--- config.mk ---
export PLATFORM = sky130hd
export DESIGN_NAME = emap_top
export DESIGN_NICKNAME = d
export VERILOG_FILES = /design/src/shared/emap_pkg.sv /design/src/core/emap_arbiter.sv /design/src/core/emap_sys_exc.sv /design/src/core/emap_top.sv
export VERILOG_INCLUDE_DIRS = /design/src /design/src/shared
export SDC_FILE = /design/constraint.sdc
export NUM_CORES = 1
export LEC_CHECK = 0
export BUFFER_PORTS_ARGS = -buffer_cell sky130_fd_sc_hd__buf_2
export CORE_MARGIN = 3
export CORE_UTILIZATION = 35
export CTS_BUF_LIST = sky130_fd_sc_hd__clkbuf_4
export DETAILED_ROUTE_END_ITERATION = 10
export PLACE_DENSITY_LB_ADDON = 0.12
export RECOVER_POWER = 50
export SETUP_SLACK_MARGIN = 0.3
export SYNTH_ARGS = -nofsm -noshare
export SYNTH_HDL_FRONTEND = slang
export SYNTH_SLANG_ARGS = --single-unit
--- constraint.sdc ---
create_clock -name i_clk_sys -period 85.1 [get_ports i_clk_sys]
set_clock_uncertainty 0.2 [all_clocks]
set_input_delay 0 -clock i_clk_sys [delete_from_list [all_inputs] [get_ports i_clk_sys]]
set_output_delay 0 -clock i_clk_sys [all_outputs]
set_load 0.01 [all_outputs]
--- src/shared/emap_cfg.svh ---
// Constants of the exception and wake-up map: vector positions, masks, exception numbers and ranks.
`ifndef EMAP_CFG_SVH
`define EMAP_CFG_SVH

// Peripheral vector positions.
`define EMAP_NUM_PERIPH 55
`define EMAP_NUM_ENTRY 71
`define EMAP_PERIPH_BASE 16
`define EMAP_PRIO_W 3
`define EMAP_RANK_W 4
`define EMAP_NUM_W 7
`define EMAP_POS_WAKE_TIMER 0
`define EMAP_POS_EXT_BASE 1
`define EMAP_NUM_EXT 9
`define EMAP_POS_WATCHDOG 10
`define EMAP_POS_LO_BASE 13
`define EMAP_NUM_LO 12
`define EMAP_POS_XFER_ERR 25
`define EMAP_POS_XFER_DONE_BASE 26
`define EMAP_NUM_XFER_CH 14
`define EMAP_POS_HI_BASE 44
`define EMAP_NUM_HI 11

// Positions with no source connected: 4, 7, 11, 12 and 40 to 43.
`define EMAP_RESERVED_MASK 55'h00_0F00_0000_1890
// Positions that may wake from the deep modes: 0 to 10 less 4 and 7.
`define EMAP_DEEP_WAKE_MASK 55'h00_0000_0000_076F

// System exception numbers.
`define EMAP_EXC_RESET 1
`define EMAP_EXC_NMI 2
`define EMAP_EXC_HARD 3
`define EMAP_EXC_MEM 4
`define EMAP_EXC_BUS 5
`define EMAP_EXC_USAGE 6
`define EMAP_EXC_SVC 11
`define EMAP_EXC_DEBUG 12
`define EMAP_EXC_DEFER 14
`define EMAP_EXC_TICK 15
`define EMAP_NUM_SYS 16

// Ranks: lower wins; fixed levels -3, -2, -1 sit below every programmable level.
`define EMAP_RANK_RESET 4'h0
`define EMAP_RANK_NMI 4'h1
`define EMAP_RANK_HARD 4'h2
`define EMAP_RANK_PROG_BASE 1'b1
`define EMAP_RANK_NONE 4'hF
`define EMAP_PRIO_DEFAULT 3'h0

`endif

--- src/shared/emap_pkg.sv ---
// Types shared by the exception and wake-up map.
package emap_pkg;

    // Power modes; Gray codes in mode order 0, 1, 2, 3.
    typedef enum logic [1:0] {
        EMAP_MODE0 = 2'h0,
        EMAP_MODE1 = 2'h1,
        EMAP_MODE2 = 2'h3,
        EMAP_MODE3 = 2'h2
    } emap_mode_t;

    typedef logic [2:0] emap_prio_t;
    typedef logic [3:0] emap_rank_t;
    typedef logic [6:0] emap_num_t;

endpackage

--- src/core/emap_arbiter.sv ---
// Picks the pending entry of lowest rank, the lowest index winning a tie.
`timescale 1ns/1ps
`default_nettype none
`include "emap_cfg.svh"

module emap_arbiter (
    // Candidates.
    input wire logic [70:0] i_valid,
    input wire logic [283:0] i_rank,
    // Winner.
    output logic o_found,
    output emap_pkg::emap_num_t o_num,
    output emap_pkg::emap_rank_t o_rank
);
    import emap_pkg::*;

    // A strict less-than keeps the earlier, lower-numbered entry on a tie.
    always_comb begin
        o_found = 1'b0;
        o_num = 7'h00;
        o_rank = `EMAP_RANK_NONE;
        for (int i = 0; i < `EMAP_NUM_ENTRY; i++) begin
            if (i_valid[i] && (!o_found || (i_rank[i*4 +: 4] < o_rank))) begin
                o_found = 1'b1;
                o_num = 7'(i);
                o_rank = i_rank[i*4 +: 4];
            end
        end
    end

endmodule
`default_nettype wire

--- src/core/emap_sys_exc.sv ---
// Pending state of the core's system exceptions, with fault escalation.
`timescale 1ns/1ps
`default_nettype none
`include "emap_cfg.svh"

module emap_sys_exc (
    // Clock and reset.
    input wire logic i_clk_sys,
    input wire logic i_reset,
    input wire logic i_clk_en,
    // Exception events, one-cycle pulses from core logic.
    input wire logic i_fault_mem,
    input wire logic i_fault_bus,
    input wire logic i_fault_usage,
    input wire logic [2:0] i_fault_handler_en,
    input wire logic i_svc_exec,
    input wire logic i_debug_event,
    input wire logic i_defer_set,
    input wire logic i_tick,
    // Clear of one pending exception when the core takes it.
    input wire logic i_take,
    input wire emap_pkg::emap_num_t i_take_num,
    // Pending exceptions, indexed by exception number.
    output logic [15:0] o_pending
);
    import emap_pkg::*;

    logic [15:0] pend_r;
    logic [15:0] pend_nxt;
    logic [15:0] set_v;

    // Sets win over the take clear so a fault in the take cycle is kept.
    always_comb begin
        set_v = 16'h0000;
        set_v[`EMAP_EXC_MEM] = i_fault_mem & i_fault_handler_en[0];
        set_v[`EMAP_EXC_BUS] = i_fault_bus & i_fault_handler_en[1];
        set_v[`EMAP_EXC_USAGE] = i_fault_usage & i_fault_handler_en[2];
        set_v[`EMAP_EXC_HARD] = (i_fault_mem & ~i_fault_handler_en[0]) | (i_fault_bus & ~i_fault_handler_en[1])
            | (i_fault_usage & ~i_fault_handler_en[2]);
        set_v[`EMAP_EXC_SVC] = i_svc_exec;
        set_v[`EMAP_EXC_DEBUG] = i_debug_event;
        set_v[`EMAP_EXC_DEFER] = i_defer_set;
        set_v[`EMAP_EXC_TICK] = i_tick;
        pend_nxt = pend_r;
        if (i_take && (i_take_num < 7'(`EMAP_NUM_SYS))) begin
            pend_nxt[i_take_num[3:0]] = 1'b0;
        end
        pend_nxt = pend_nxt | set_v;
        pend_nxt[`EMAP_EXC_NMI] = 1'b0;
    end

    // The reset exception is pending after every reset until the core takes it.
    always_ff @(posedge i_clk_sys or posedge i_reset) begin
        if (i_reset) begin
            pend_r <= 16'h0002;
        end else if (i_clk_en) begin
            pend_r <= pend_nxt;
        end
    end

    assign o_pending = pend_r;

endmodule
`default_nettype wire

--- src/core/emap_top.sv ---
// Exception and peripheral interrupt map with wake-up qualification per power mode.
`timescale 1ns/1ps
`default_nettype none
`include "emap_cfg.svh"

// Operation
// - Reset exception 1 has fixed priority -3; exception 2 exists but never fires.
// - A fault whose own handler is disabled escalates to hard fault 3, priority -1.
// - An access to an invalid location raises exception 4, programmable priority.
// - Prefetch, memory access, data abort and address faults raise exception 5.
// - Undefined instruction or invalid state transition raises exception 6.
// - The system service call instruction raises exception 11.
// - Breakpoints, watchpoints and external debug requests raise exception 12.
// - Exception 14 defers service calls, 15 is the tick; 7-10 and 13 reserved.
// - Every peripheral source may wake the device from Mode 1.
// - Only positions 0 to 10, less 4 and 7, wake from Mode 2 or 3.
// - A wake from Mode 2 or Mode 3 resumes in Mode 0.
// - Sleeping inside a handler, only a higher-priority source may wake.
// - Transfer channels 0 to 13 complete at positions 26 to 39; error at 25.
// - Positions 4, 7, 11, 12, 40-43 stay empty; 44-54 carry the upper group.
// - Three priority bits, eight levels, default 0; lower position wins ties.
module emap_top (
    // Clock, reset and clock enable.
    input wire logic i_clk_sys,
    input wire logic i_reset,
    input wire logic i_clk_en,
    // Peripheral request pulses, from logic on this clock.
    input wire logic i_wake_timer,
    input wire logic [8:0] i_ext_irq,
    input wire logic i_watchdog,
    input wire logic [11:0] i_periph_lo,
    input wire logic i_xfer_err,
    input wire logic [13:0] i_xfer_done,
    input wire logic [10:0] i_periph_hi,
    // Per-position enable and priority level, three bits per position.
    input wire logic [54:0] i_periph_en,
    input wire logic [164:0] i_periph_prio,
    // Core-side exception events.
    input wire logic i_fault_mem,
    input wire logic i_fault_bus,
    input wire logic i_fault_usage,
    input wire logic [2:0] i_fault_handler_en,
    input wire logic i_svc_exec,
    input wire logic i_debug_event,
    input wire logic i_defer_set,
    input wire logic i_tick,
    input wire logic [20:0] i_sys_prio,
    // Core acknowledge of a taken exception.
    input wire logic i_take,
    input wire emap_pkg::emap_num_t i_take_num,
    // Sleep request and handler state from the core.
    input wire logic i_sleep_req,
    input wire emap_pkg::emap_mode_t i_sleep_mode,
    input wire logic i_handler_active,
    input wire emap_pkg::emap_prio_t i_active_prio,
    // Pending and arbitration results.
    output logic [54:0] o_periph_pending,
    output logic [15:0] o_sys_pending,
    output logic o_exc_valid,
    output emap_pkg::emap_num_t o_exc_num,
    output emap_pkg::emap_rank_t o_exc_rank,
    // Power mode and wake.
    output emap_pkg::emap_mode_t o_power_mode,
    output logic o_wake
);
    import emap_pkg::*;

    // Named copies of the masks, so that single positions can be picked out of them.
    localparam logic [54:0] RSV_MASK = `EMAP_RESERVED_MASK;
    localparam logic [54:0] DEEP_MASK = `EMAP_DEEP_WAKE_MASK;

    logic [54:0] raw_req;
    logic [54:0] pend_r;
    logic [54:0] pend_nxt;
    logic [15:0] sys_pend;
    logic [70:0] arb_valid;
    logic [283:0] arb_rank;
    logic arb_found;
    emap_num_t arb_num;
    emap_rank_t arb_rank_win;
    logic [54:0] wake_qual;
    logic wake_hit;
    emap_mode_t mode_r;
    emap_mode_t mode_nxt;
    logic in_handler_r;
    logic in_handler_nxt;
    emap_prio_t sleep_prio_r;
    emap_prio_t sleep_prio_nxt;
    logic wake_r;
    logic wake_nxt;
    logic exc_valid_r;
    logic exc_valid_nxt;
    emap_num_t exc_num_r;
    emap_num_t exc_num_nxt;
    emap_rank_t exc_rank_r;
    emap_rank_t exc_rank_nxt;

    // Request vector from every source by position; ext lines 3 and 6 fall on reserved positions.
    always_comb begin
        raw_req = 55'h00_0000_0000_0000;
        raw_req[`EMAP_POS_WAKE_TIMER] = i_wake_timer;
        raw_req[`EMAP_POS_EXT_BASE +: `EMAP_NUM_EXT] = i_ext_irq;
        raw_req[`EMAP_POS_WATCHDOG] = i_watchdog;
        raw_req[`EMAP_POS_LO_BASE +: `EMAP_NUM_LO] = i_periph_lo;
        raw_req[`EMAP_POS_XFER_ERR] = i_xfer_err;
        raw_req[`EMAP_POS_XFER_DONE_BASE +: `EMAP_NUM_XFER_CH] = i_xfer_done;
        raw_req[`EMAP_POS_HI_BASE +: `EMAP_NUM_HI] = i_periph_hi;
        raw_req = raw_req & ~`EMAP_RESERVED_MASK;
    end

    // Each position holds its request until the core takes it; a new request wins over the take.
    genvar gp;
    generate
        for (gp = 0; gp < `EMAP_NUM_PERIPH; gp++) begin : g_pend
            logic take_here;
            assign take_here = i_take && (i_take_num == 7'(gp + `EMAP_PERIPH_BASE));
            assign pend_nxt[gp] = raw_req[gp] | (pend_r[gp] & ~take_here);
        end
    endgenerate

    // Pending register for the peripheral positions.
    always_ff @(posedge i_clk_sys or posedge i_reset) begin
        if (i_reset) begin
            pend_r <= 55'h00_0000_0000_0000;
        end else if (i_clk_en) begin
            pend_r <= pend_nxt;
        end
    end

    // System exception pending state.
    emap_sys_exc u_sys_exc (
        .i_clk_sys(i_clk_sys),
        .i_reset(i_reset),
        .i_clk_en(i_clk_en),
        .i_fault_mem(i_fault_mem),
        .i_fault_bus(i_fault_bus),
        .i_fault_usage(i_fault_usage),
        .i_fault_handler_en(i_fault_handler_en),
        .i_svc_exec(i_svc_exec),
        .i_debug_event(i_debug_event),
        .i_defer_set(i_defer_set),
        .i_tick(i_tick),
        .i_take(i_take),
        .i_take_num(i_take_num),
        .o_pending(sys_pend)
    );

    // Candidate ranks: fixed levels for reset, NMI and hard fault, then eight programmable levels.
    // The programmable system exceptions take their levels from i_sys_prio in exception order
    // 4, 5, 6, 11, 12, 14, 15; reserved numbers never become valid.
    always_comb begin
        arb_valid = {pend_r & i_periph_en, sys_pend};
        arb_valid[`EMAP_EXC_NMI] = 1'b0;
        arb_valid[10:7] = 4'h0;
        arb_valid[13] = 1'b0;
        arb_valid[0] = 1'b0;
        arb_rank = {284{1'b1}};
        arb_rank[`EMAP_EXC_RESET*4 +: 4] = `EMAP_RANK_RESET;
        arb_rank[`EMAP_EXC_NMI*4 +: 4] = `EMAP_RANK_NMI;
        arb_rank[`EMAP_EXC_HARD*4 +: 4] = `EMAP_RANK_HARD;
        arb_rank[`EMAP_EXC_MEM*4 +: 4] = {`EMAP_RANK_PROG_BASE, i_sys_prio[2:0]};
        arb_rank[`EMAP_EXC_BUS*4 +: 4] = {`EMAP_RANK_PROG_BASE, i_sys_prio[5:3]};
        arb_rank[`EMAP_EXC_USAGE*4 +: 4] = {`EMAP_RANK_PROG_BASE, i_sys_prio[8:6]};
        arb_rank[`EMAP_EXC_SVC*4 +: 4] = {`EMAP_RANK_PROG_BASE, i_sys_prio[11:9]};
        arb_rank[`EMAP_EXC_DEBUG*4 +: 4] = {`EMAP_RANK_PROG_BASE, i_sys_prio[14:12]};
        arb_rank[`EMAP_EXC_DEFER*4 +: 4] = {`EMAP_RANK_PROG_BASE, i_sys_prio[17:15]};
        arb_rank[`EMAP_EXC_TICK*4 +: 4] = {`EMAP_RANK_PROG_BASE, i_sys_prio[20:18]};
        for (int p = 0; p < `EMAP_NUM_PERIPH; p++) begin
            arb_rank[(p + `EMAP_PERIPH_BASE)*4 +: 4] = {`EMAP_RANK_PROG_BASE, i_periph_prio[p*3 +: 3]};
        end
    end

    // Fixed-order winner search over all exceptions.
    emap_arbiter u_arbiter (
        .i_valid(arb_valid),
        .i_rank(arb_rank),
        .o_found(arb_found),
        .o_num(arb_num),
        .o_rank(arb_rank_win)
    );

    // Wake qualification: the mode decides the eligible set, the handler level filters it.
    // A lower level value means higher priority, so only a strictly smaller value gets through.
    always_comb begin
        for (int q = 0; q < `EMAP_NUM_PERIPH; q++) begin
            wake_qual[q] = pend_r[q] & i_periph_en[q];
            if (mode_r == EMAP_MODE1) begin
                wake_qual[q] = wake_qual[q] & ~RSV_MASK[q];
            end else begin
                wake_qual[q] = wake_qual[q] & DEEP_MASK[q];
            end
            if (in_handler_r && (i_periph_prio[q*3 +: 3] >= sleep_prio_r)) begin
                wake_qual[q] = 1'b0;
            end
        end
        wake_hit = (mode_r != EMAP_MODE0) && (wake_qual != 55'h00_0000_0000_0000);
    end

    // Power mode sequence: sleep from Mode 0 into the requested mode, wake back to Mode 0.
    always_comb begin
        mode_nxt = mode_r;
        in_handler_nxt = in_handler_r;
        sleep_prio_nxt = sleep_prio_r;
        wake_nxt = 1'b0;
        case (mode_r)
            EMAP_MODE0: begin
                if (i_sleep_req && (i_sleep_mode != EMAP_MODE0)) begin
                    mode_nxt = i_sleep_mode;
                    in_handler_nxt = i_handler_active;
                    sleep_prio_nxt = i_active_prio;
                end
            end
            EMAP_MODE1, EMAP_MODE2, EMAP_MODE3: begin
                if (wake_hit) begin
                    mode_nxt = EMAP_MODE0;
                    in_handler_nxt = 1'b0;
                    wake_nxt = 1'b1;
                end
            end
            default: begin
                mode_nxt = EMAP_MODE0;
                in_handler_nxt = 1'b0;
            end
        endcase
    end

    // Registers of the power mode sequence.
    always_ff @(posedge i_clk_sys or posedge i_reset) begin
        if (i_reset) begin
            mode_r <= EMAP_MODE0;
            in_handler_r <= 1'b0;
            sleep_prio_r <= `EMAP_PRIO_DEFAULT;
            wake_r <= 1'b0;
        end else if (i_clk_en) begin
            mode_r <= mode_nxt;
            in_handler_r <= in_handler_nxt;
            sleep_prio_r <= sleep_prio_nxt;
            wake_r <= wake_nxt;
        end
    end

    // Winner is registered so the outputs come from flops; it lags the pending state by one cycle.
    always_comb begin
        exc_valid_nxt = arb_found;
        exc_num_nxt = arb_num;
        exc_rank_nxt = arb_rank_win;
    end

    // Registers of the arbitration result.
    always_ff @(posedge i_clk_sys or posedge i_reset) begin
        if (i_reset) begin
            exc_valid_r <= 1'b0;
            exc_num_r <= 7'h00;
            exc_rank_r <= `EMAP_RANK_NONE;
        end else if (i_clk_en) begin
            exc_valid_r <= exc_valid_nxt;
            exc_num_r <= exc_num_nxt;
            exc_rank_r <= exc_rank_nxt;
        end
    end

    // Outputs, all straight from registers.
    assign o_periph_pending = pend_r;
    assign o_sys_pending = sys_pend;
    assign o_exc_valid = exc_valid_r;
    assign o_exc_num = exc_num_r;
    assign o_exc_rank = exc_rank_r;
    assign o_power_mode = mode_r;
    assign o_wake = wake_r;

endmodule
`default_nettype wire

# Word level (Yosys, flattened, before mapping)
# Index checks and enable logic that the tools add are counted.
# op_classes
magnitude_cmp,113
eq_ne,60
mux,288
n_bitwise,219
n_reduce_logical,302
# op_table
cell,count
$mux 4,68
$lt 4x4->1,62
$eq 7x6->1 const B,32
$mux 6,32
$logic_and 1x1->1,169
$mux 1,155
$ge 3x3->1,47
$eq 7x5->1 const B,16
$and 1x1->1,108
$mux 5,16
$logic_not 1->1,63
$logic_or 1x1->1,63
$not 1->1,58
$and 55x55->55,1
$reduce_bool 55->1,1
$eq 7x7->1 const B,7
$mux 7,7
$or 1x1->1,49
$and 16x16->16,1
$mux 16,1
$not 16->16,1
$or 16x16->16,1
$mux 3,3
$lt 7x5->1 const B,1
other kinds (14),20
# totals
reg_bits,89
out_inout_bits,86

# Depth between registers and ports, before layout
# depth
depth_word,253
mapped_depth,460

# Hierarchy
# From an unflattened synthesis, not the netlist that was laid out.
# hier_totals
cells_unflattened,3545
area_unflattened_um2,26521.7
# by_module_without_submodules
module,n_inst,cells_each,area_each_um2
emap_arbiter,1,2737,19137.1
emap_top,1,750,6691.4
emap_sys_exc,1,58,693.2

# Least setup slack after synthesis
# OpenSTA, ideal clock, no wires.
# synth_timing
kind,register to register
start,register u_sys_exc.pend_r[1] (netlist: u_sys_exc.o_pending[1])
end,register exc_num_r[2] (netlist: o_exc_num[2])
setup_time_ns,0.066
arrival_time_ns,78.595
required_ns,84.834
path_slack_ns,6.239
path_stages_with_launch,434
n_path_buf,14
cell_sequence,dfstp_2 > or2_1 > clkbuf_1 > clkbuf_1 > clkbuf_1 > buf_4 > clkbuf_1 > a21oi_1 > inv_1 > ha_1 > o21ai_0 > nand2_1 > a21boi_0 > mux2i_1 > ha_1 > o41a_1 > a21oi_1 > mux2i_1 > (+398 left out) > nand2_1 > o2111ai_2 > or2_1 > clkbuf_2 > mux2i_1 > ha_1 > or4_1 > o41a_4 > mux2_4 > ha_1 > a21oi_1 > nand2_1 > a211o_2 > or2_2 > o31ai_1 > or2_0 > buf_4 > o32a_1
# synth_between
elab_chain_len,253
elab_cells_between_ends,440
cone_classes,63 x order compare; 188 x mux; 189 x reduce/logical
# synth_rtl
item,line,text
start: declaration,emap_sys_exc.sv:28,logic [15:0] pend_r;
start signal: assignment,emap_sys_exc.sv:57,pend_r <= pend_nxt;
$mux 4 or $mux 1 (tied branches),emap_arbiter.sv:23,if (i_valid[i] && (!o_found || (i_rank[i*4 +: 4] < o_rank))) begin
$lt 2x4->1 or $logic_not 1->1 (tied branches),--,
$logic_or 1x1->1,emap_arbiter.sv:23,
$logic_and 1x1->1,emap_arbiter.sv:23,
$mux 4 or $mux 1 (tied branches),emap_arbiter.sv:23,
$lt 4x4->1 or $logic_not 1->1 (tied branches),emap_arbiter.sv:23,
$logic_or 1x1->1,emap_arbiter.sv:23,
$logic_and 1x1->1,emap_arbiter.sv:23,
(+237 left out),--,
$lt 4x4->1 or $logic_not 1->1 (tied branches),emap_arbiter.sv:23,
$logic_or 1x1->1,emap_arbiter.sv:23,
$logic_and 1x1->1,emap_arbiter.sv:23,
$mux 4 or $mux 1 (tied branches),emap_arbiter.sv:23,
$lt 4x4->1 or $logic_not 1->1 (tied branches),emap_arbiter.sv:23,
$logic_or 1x1->1,emap_arbiter.sv:23,
$logic_and 1x1->1,emap_arbiter.sv:23,
$mux 7 (*),emap_arbiter.sv:23,
end signal: assignment,emap_top.sv:257,exc_num_r <= exc_num_nxt;
end: declaration,emap_top.sv:93,emap_num_t exc_num_r;
# Every way passes the cells marked *; elsewhere a longest branch is shown, timed or not.
# A chain may end at the register's enable or synchronous reset.

# Worst setup path in the final report
# layout_timing
start,register u_sys_exc.pend_r[4] (netlist: u_sys_exc.o_pending[4])
end,register exc_num_r[2] (netlist: o_exc_num[2])
# layout_between
elab_chain_len,246
elab_cells_between_ends,429
cone_classes,61 x order compare; 184 x mux; 184 x reduce/logical
# layout_rtl
item,line
$logic_and 1x1->1 (*),emap_arbiter.sv:23
$mux 4 or $mux 1 (tied branches),emap_arbiter.sv:23
$lt 4x4->1 or $logic_not 1->1 (tied branches),emap_arbiter.sv:23
$logic_or 1x1->1,emap_arbiter.sv:23
$logic_and 1x1->1,emap_arbiter.sv:23
$mux 4 or $mux 1 (tied branches),emap_arbiter.sv:23
$lt 4x4->1 or $logic_not 1->1 (tied branches),emap_arbiter.sv:23
$logic_or 1x1->1,emap_arbiter.sv:23
(+230 left out),--
$lt 4x4->1 or $logic_not 1->1 (tied branches),emap_arbiter.sv:23
$logic_or 1x1->1,emap_arbiter.sv:23
$logic_and 1x1->1,emap_arbiter.sv:23
$mux 4 or $mux 1 (tied branches),emap_arbiter.sv:23
$lt 4x4->1 or $logic_not 1->1 (tied branches),emap_arbiter.sv:23
$logic_or 1x1->1,emap_arbiter.sv:23
$logic_and 1x1->1,emap_arbiter.sv:23
$mux 7 (*),emap_arbiter.sv:23
# Marked as above.

==> impl_metrics.yaml <==
placed_design:
  place_congestion: 0.942
  dpl_cell_area_um2: 22300
  dpl_worst_slack_ns: -0.180
  io_buffers: 400
  dp_hpwl_mm: 69.8
synthesis:
  yosys.area.top_type_share: 0.140
  ys_top_cells_by_area: "ha_1, dfrtp_1, nand2_1"
  syn_nets: 2939
  ys_warn_count: 0
  synth_top_area_cell: "ha_1"
  synth_cells: 2417
  synth_most_common_cell: "nand2_1"
  netlist_top_cells_count: "nand2_1, ha_1, o21ai_0, inv_1, nor2_1"
  ys_seq_elements: 89
  synth.avg_cell_area_um2: 7.53
  synth-edff-count: 0
  netlist_area_um2: 18200
  synth_seq_area_share: 0.123
  synth_flop_cell: "dfrtp_1"
  async_flop_share: 1.00
  ys_types: 157
hold_path:
  hold_path.class: "input port to flop"
clock_tree:
  max-clock-path-buffers: 2
  cts.sinks: 89
  htreeDepth: 3
  clkTransAtPathRegs_ns: 0.19
  cts_buffers: 9
  cts_root_buffer: "clkbuf_4"
  worstSkewPairLatency_ns: 0.53
  cts_tree: "built"
global_route:
  antenna_found_initial: 22
  grt_usage: 0.298
  grt_pass1_vias: 21500
  overflow: 0
  grt_pass1_wl_mm: 126
  grt_max_degree: 70
cells_and_area:
  final_util: 0.481
  syn_to_final_growth_pct: 34.2
  ff_latch_area_um2: 2230
  drive_gt1_frac: 0.292
  fin_nets: 3675
  final_area_um2: 24400
  fill_cells: 5189
  multi_input_area_um2: 15600
run_status:
  violations: "max-capacitance violations, max-slew violations"
  status: "complete, but fails checks"
drt:
  vias: 22600
  antenna_left: 0
  drt-total-wl_mm: 86.1
  vias_per_cell: 5.87
  wire_per_inst_um: 22.4
  drt_iter0_drc: 1353
  post-route-drc-count: 0
  drt-pass1-iter-count: 5
floorplan:
  coreArea_um2: 50800
  die_w_um: 234
  die_h_um: 234
  io_pins: 404
  placementRows: 82
  start_util: 0.358
  die_area_um2: 54700
timing:
  timing.final.crit_share: 0.939
  tns_ns: 0
  slew_headroom: -1.49
  slew_violations: 128
  fmax_mhz: 12.5
  hold_violations: 0
  period_needed_ns: 79.93
  fin_ws_ns: 5.17
  worst_slew_pin_slew_ns: 3.74
  final-setup-viol-count: 0
power:
  power.share.clock: 0.122
  p_seq_frac: 0.220
  totalPowerFinal_w: 0.000220
  peakVddDrop_v: 0.00000872
  comb_power_share: 0.658
  swShare: 0.483
  leakage_nw: 10.5
  p_sw_w: 0.000107
  powerDensity_nw_per_um2: 9.03
  intPower_w: 0.000114
worst_setup_path:
  worstSetupPathType: "flop to flop"
  worstPathMaxFanout: 14
  crit_arrival_ns: 80.21
  crit_path_start_kind: "flop"
  cp_common_cell: "ha_1"
  critPathSlowestCell: "dfrtp_1"
  cp_data_required_time_ns: 85.37
  cp-end-kind: "flop"
  r2r_slack_ns: 5.17
  slowest_delay_ns: 0.65
run:
  max_cap_viol_count: 3
logic make-up (layout without fill, tap and decap cells):
family	Yosys count	count (layout)	synth area share
buffers and inverters	189	930	0.0451
adders and majority gates	223	223	0.151
other	1	17	0.000206
AOI/OAI and AO/OA	912	912	0.380
and+or+nand+nor	944	944	0.264
DFF	89	89	0.123
muxes	59	59	0.0369
flip-flops by register name (all words and copies together), names as in the netlist:
name / flops
o_wake: 1
o_power_mode: 2
u_sys_exc.o_pending: 15
o_exc_valid: 1
in_handler_r: 1
sleep_prio_r: 3
o_periph_pending: 55
o_exc_num: 7
o_exc_rank: 4
layout make-up:
cell class	instances	area share
clock buffers	9	0.00277
flip-flops and latches	89	0.0916
well taps	672	0.0345
inverters	147	0.0227
clock inverters	7	0.00297
diodes	16	0.00164
repair buffers	767	0.203
multi-input cells	2139	0.641
stage by stage:
stage / hold slack (ns) / cells
floorplan: -0.0904 / 2417
global placement: -0.158 / 3649
detailed placement: -0.157 / 3649
CTS: 0.00282 / 3790
global route: 0.00634 / 3842
finish: 0.0469 / 3846
power by group through the flow:
| stage | Sequential [W] | Combinational, W | Clock (W) |
|---|---|---|---|
| finish | 0.0000485 | 0.000145 | 0.0000269 |
| global route | 0.0000488 | 0.000162 | 0.0000295 |
| CTS | 0.0000484 | 0.000143 | 0.0000277 |
| detailed placement | 0.0000492 | 0.000136 | 0 |
| global placement | 0.0000492 | 0.000131 | 0 |
| floorplan | 0.0000494 | 0.0000785 | 0 |
repair_timing:
item                       4_1_cts  5_1_grt
resized for setup                7      121
hold endpoints to repair       166        2
hold buffers                   124        1
setup endpoints to repair       10       10
pin swaps                        1       35
setup buffers                    1       39
final timing paths:
check	startpoint	to	depth (start not counted)
worst max-delay path	u_sys_exc.o_pending[4]$_DFFE_PP0P_	o_exc_num[2]$_DFFE_PP0P_	429
worst min-delay path	i_defer_set	u_sys_exc.o_pending[14]$_DFFE_PP0P_	4
worst max register to register	u_sys_exc.o_pending[4]$_DFFE_PP0P_	o_exc_num[2]$_DFFE_PP0P_	429
worst min register to register	o_exc_rank[0]$_DFFE_PP1P_	o_exc_rank[0]$_DFFE_PP1P_	1
max in group asynchronous	i_reset	o_exc_valid$_DFFE_PP0P_	5
min in group asynchronous	i_reset	o_periph_pending[23]$_DFFE_PP0P_	4
worst max-delay path: cells and delay by family, from the launching register on:
family	cells	cell delay [ns]
AO/OA/AOI/OAI	161	29.21
adder cells (fa/ha/maj)	60	13.94
buffers and inverters	47	4.11
flip-flops	1	0.65
multiplexers	32	8.88
AND/OR/NAND/NOR	129	22.81
cell usage in the layout, fill, tap and decap left out, drive strengths merged, types with 44 or more instances in the layout:
cell         instances
nor2               142
a21oi              154
o21ai              204
clkbuf              93
a211oi              72
ha                 204
and2                44
dfrtp               84
buf                558
inv                148
a21o                86
nand2              343
dlygate4sd3        125
nand2b              68
nor3                49
nand3               91
per-layer routing:
layer	track usage	part of all wire
met3	0.0624	0.076
met1	0.376	0.42
met5	0	0.00066
met2	0.500	0.47
met4	0.112	0.039
Power figures use the tool's default switching activity.
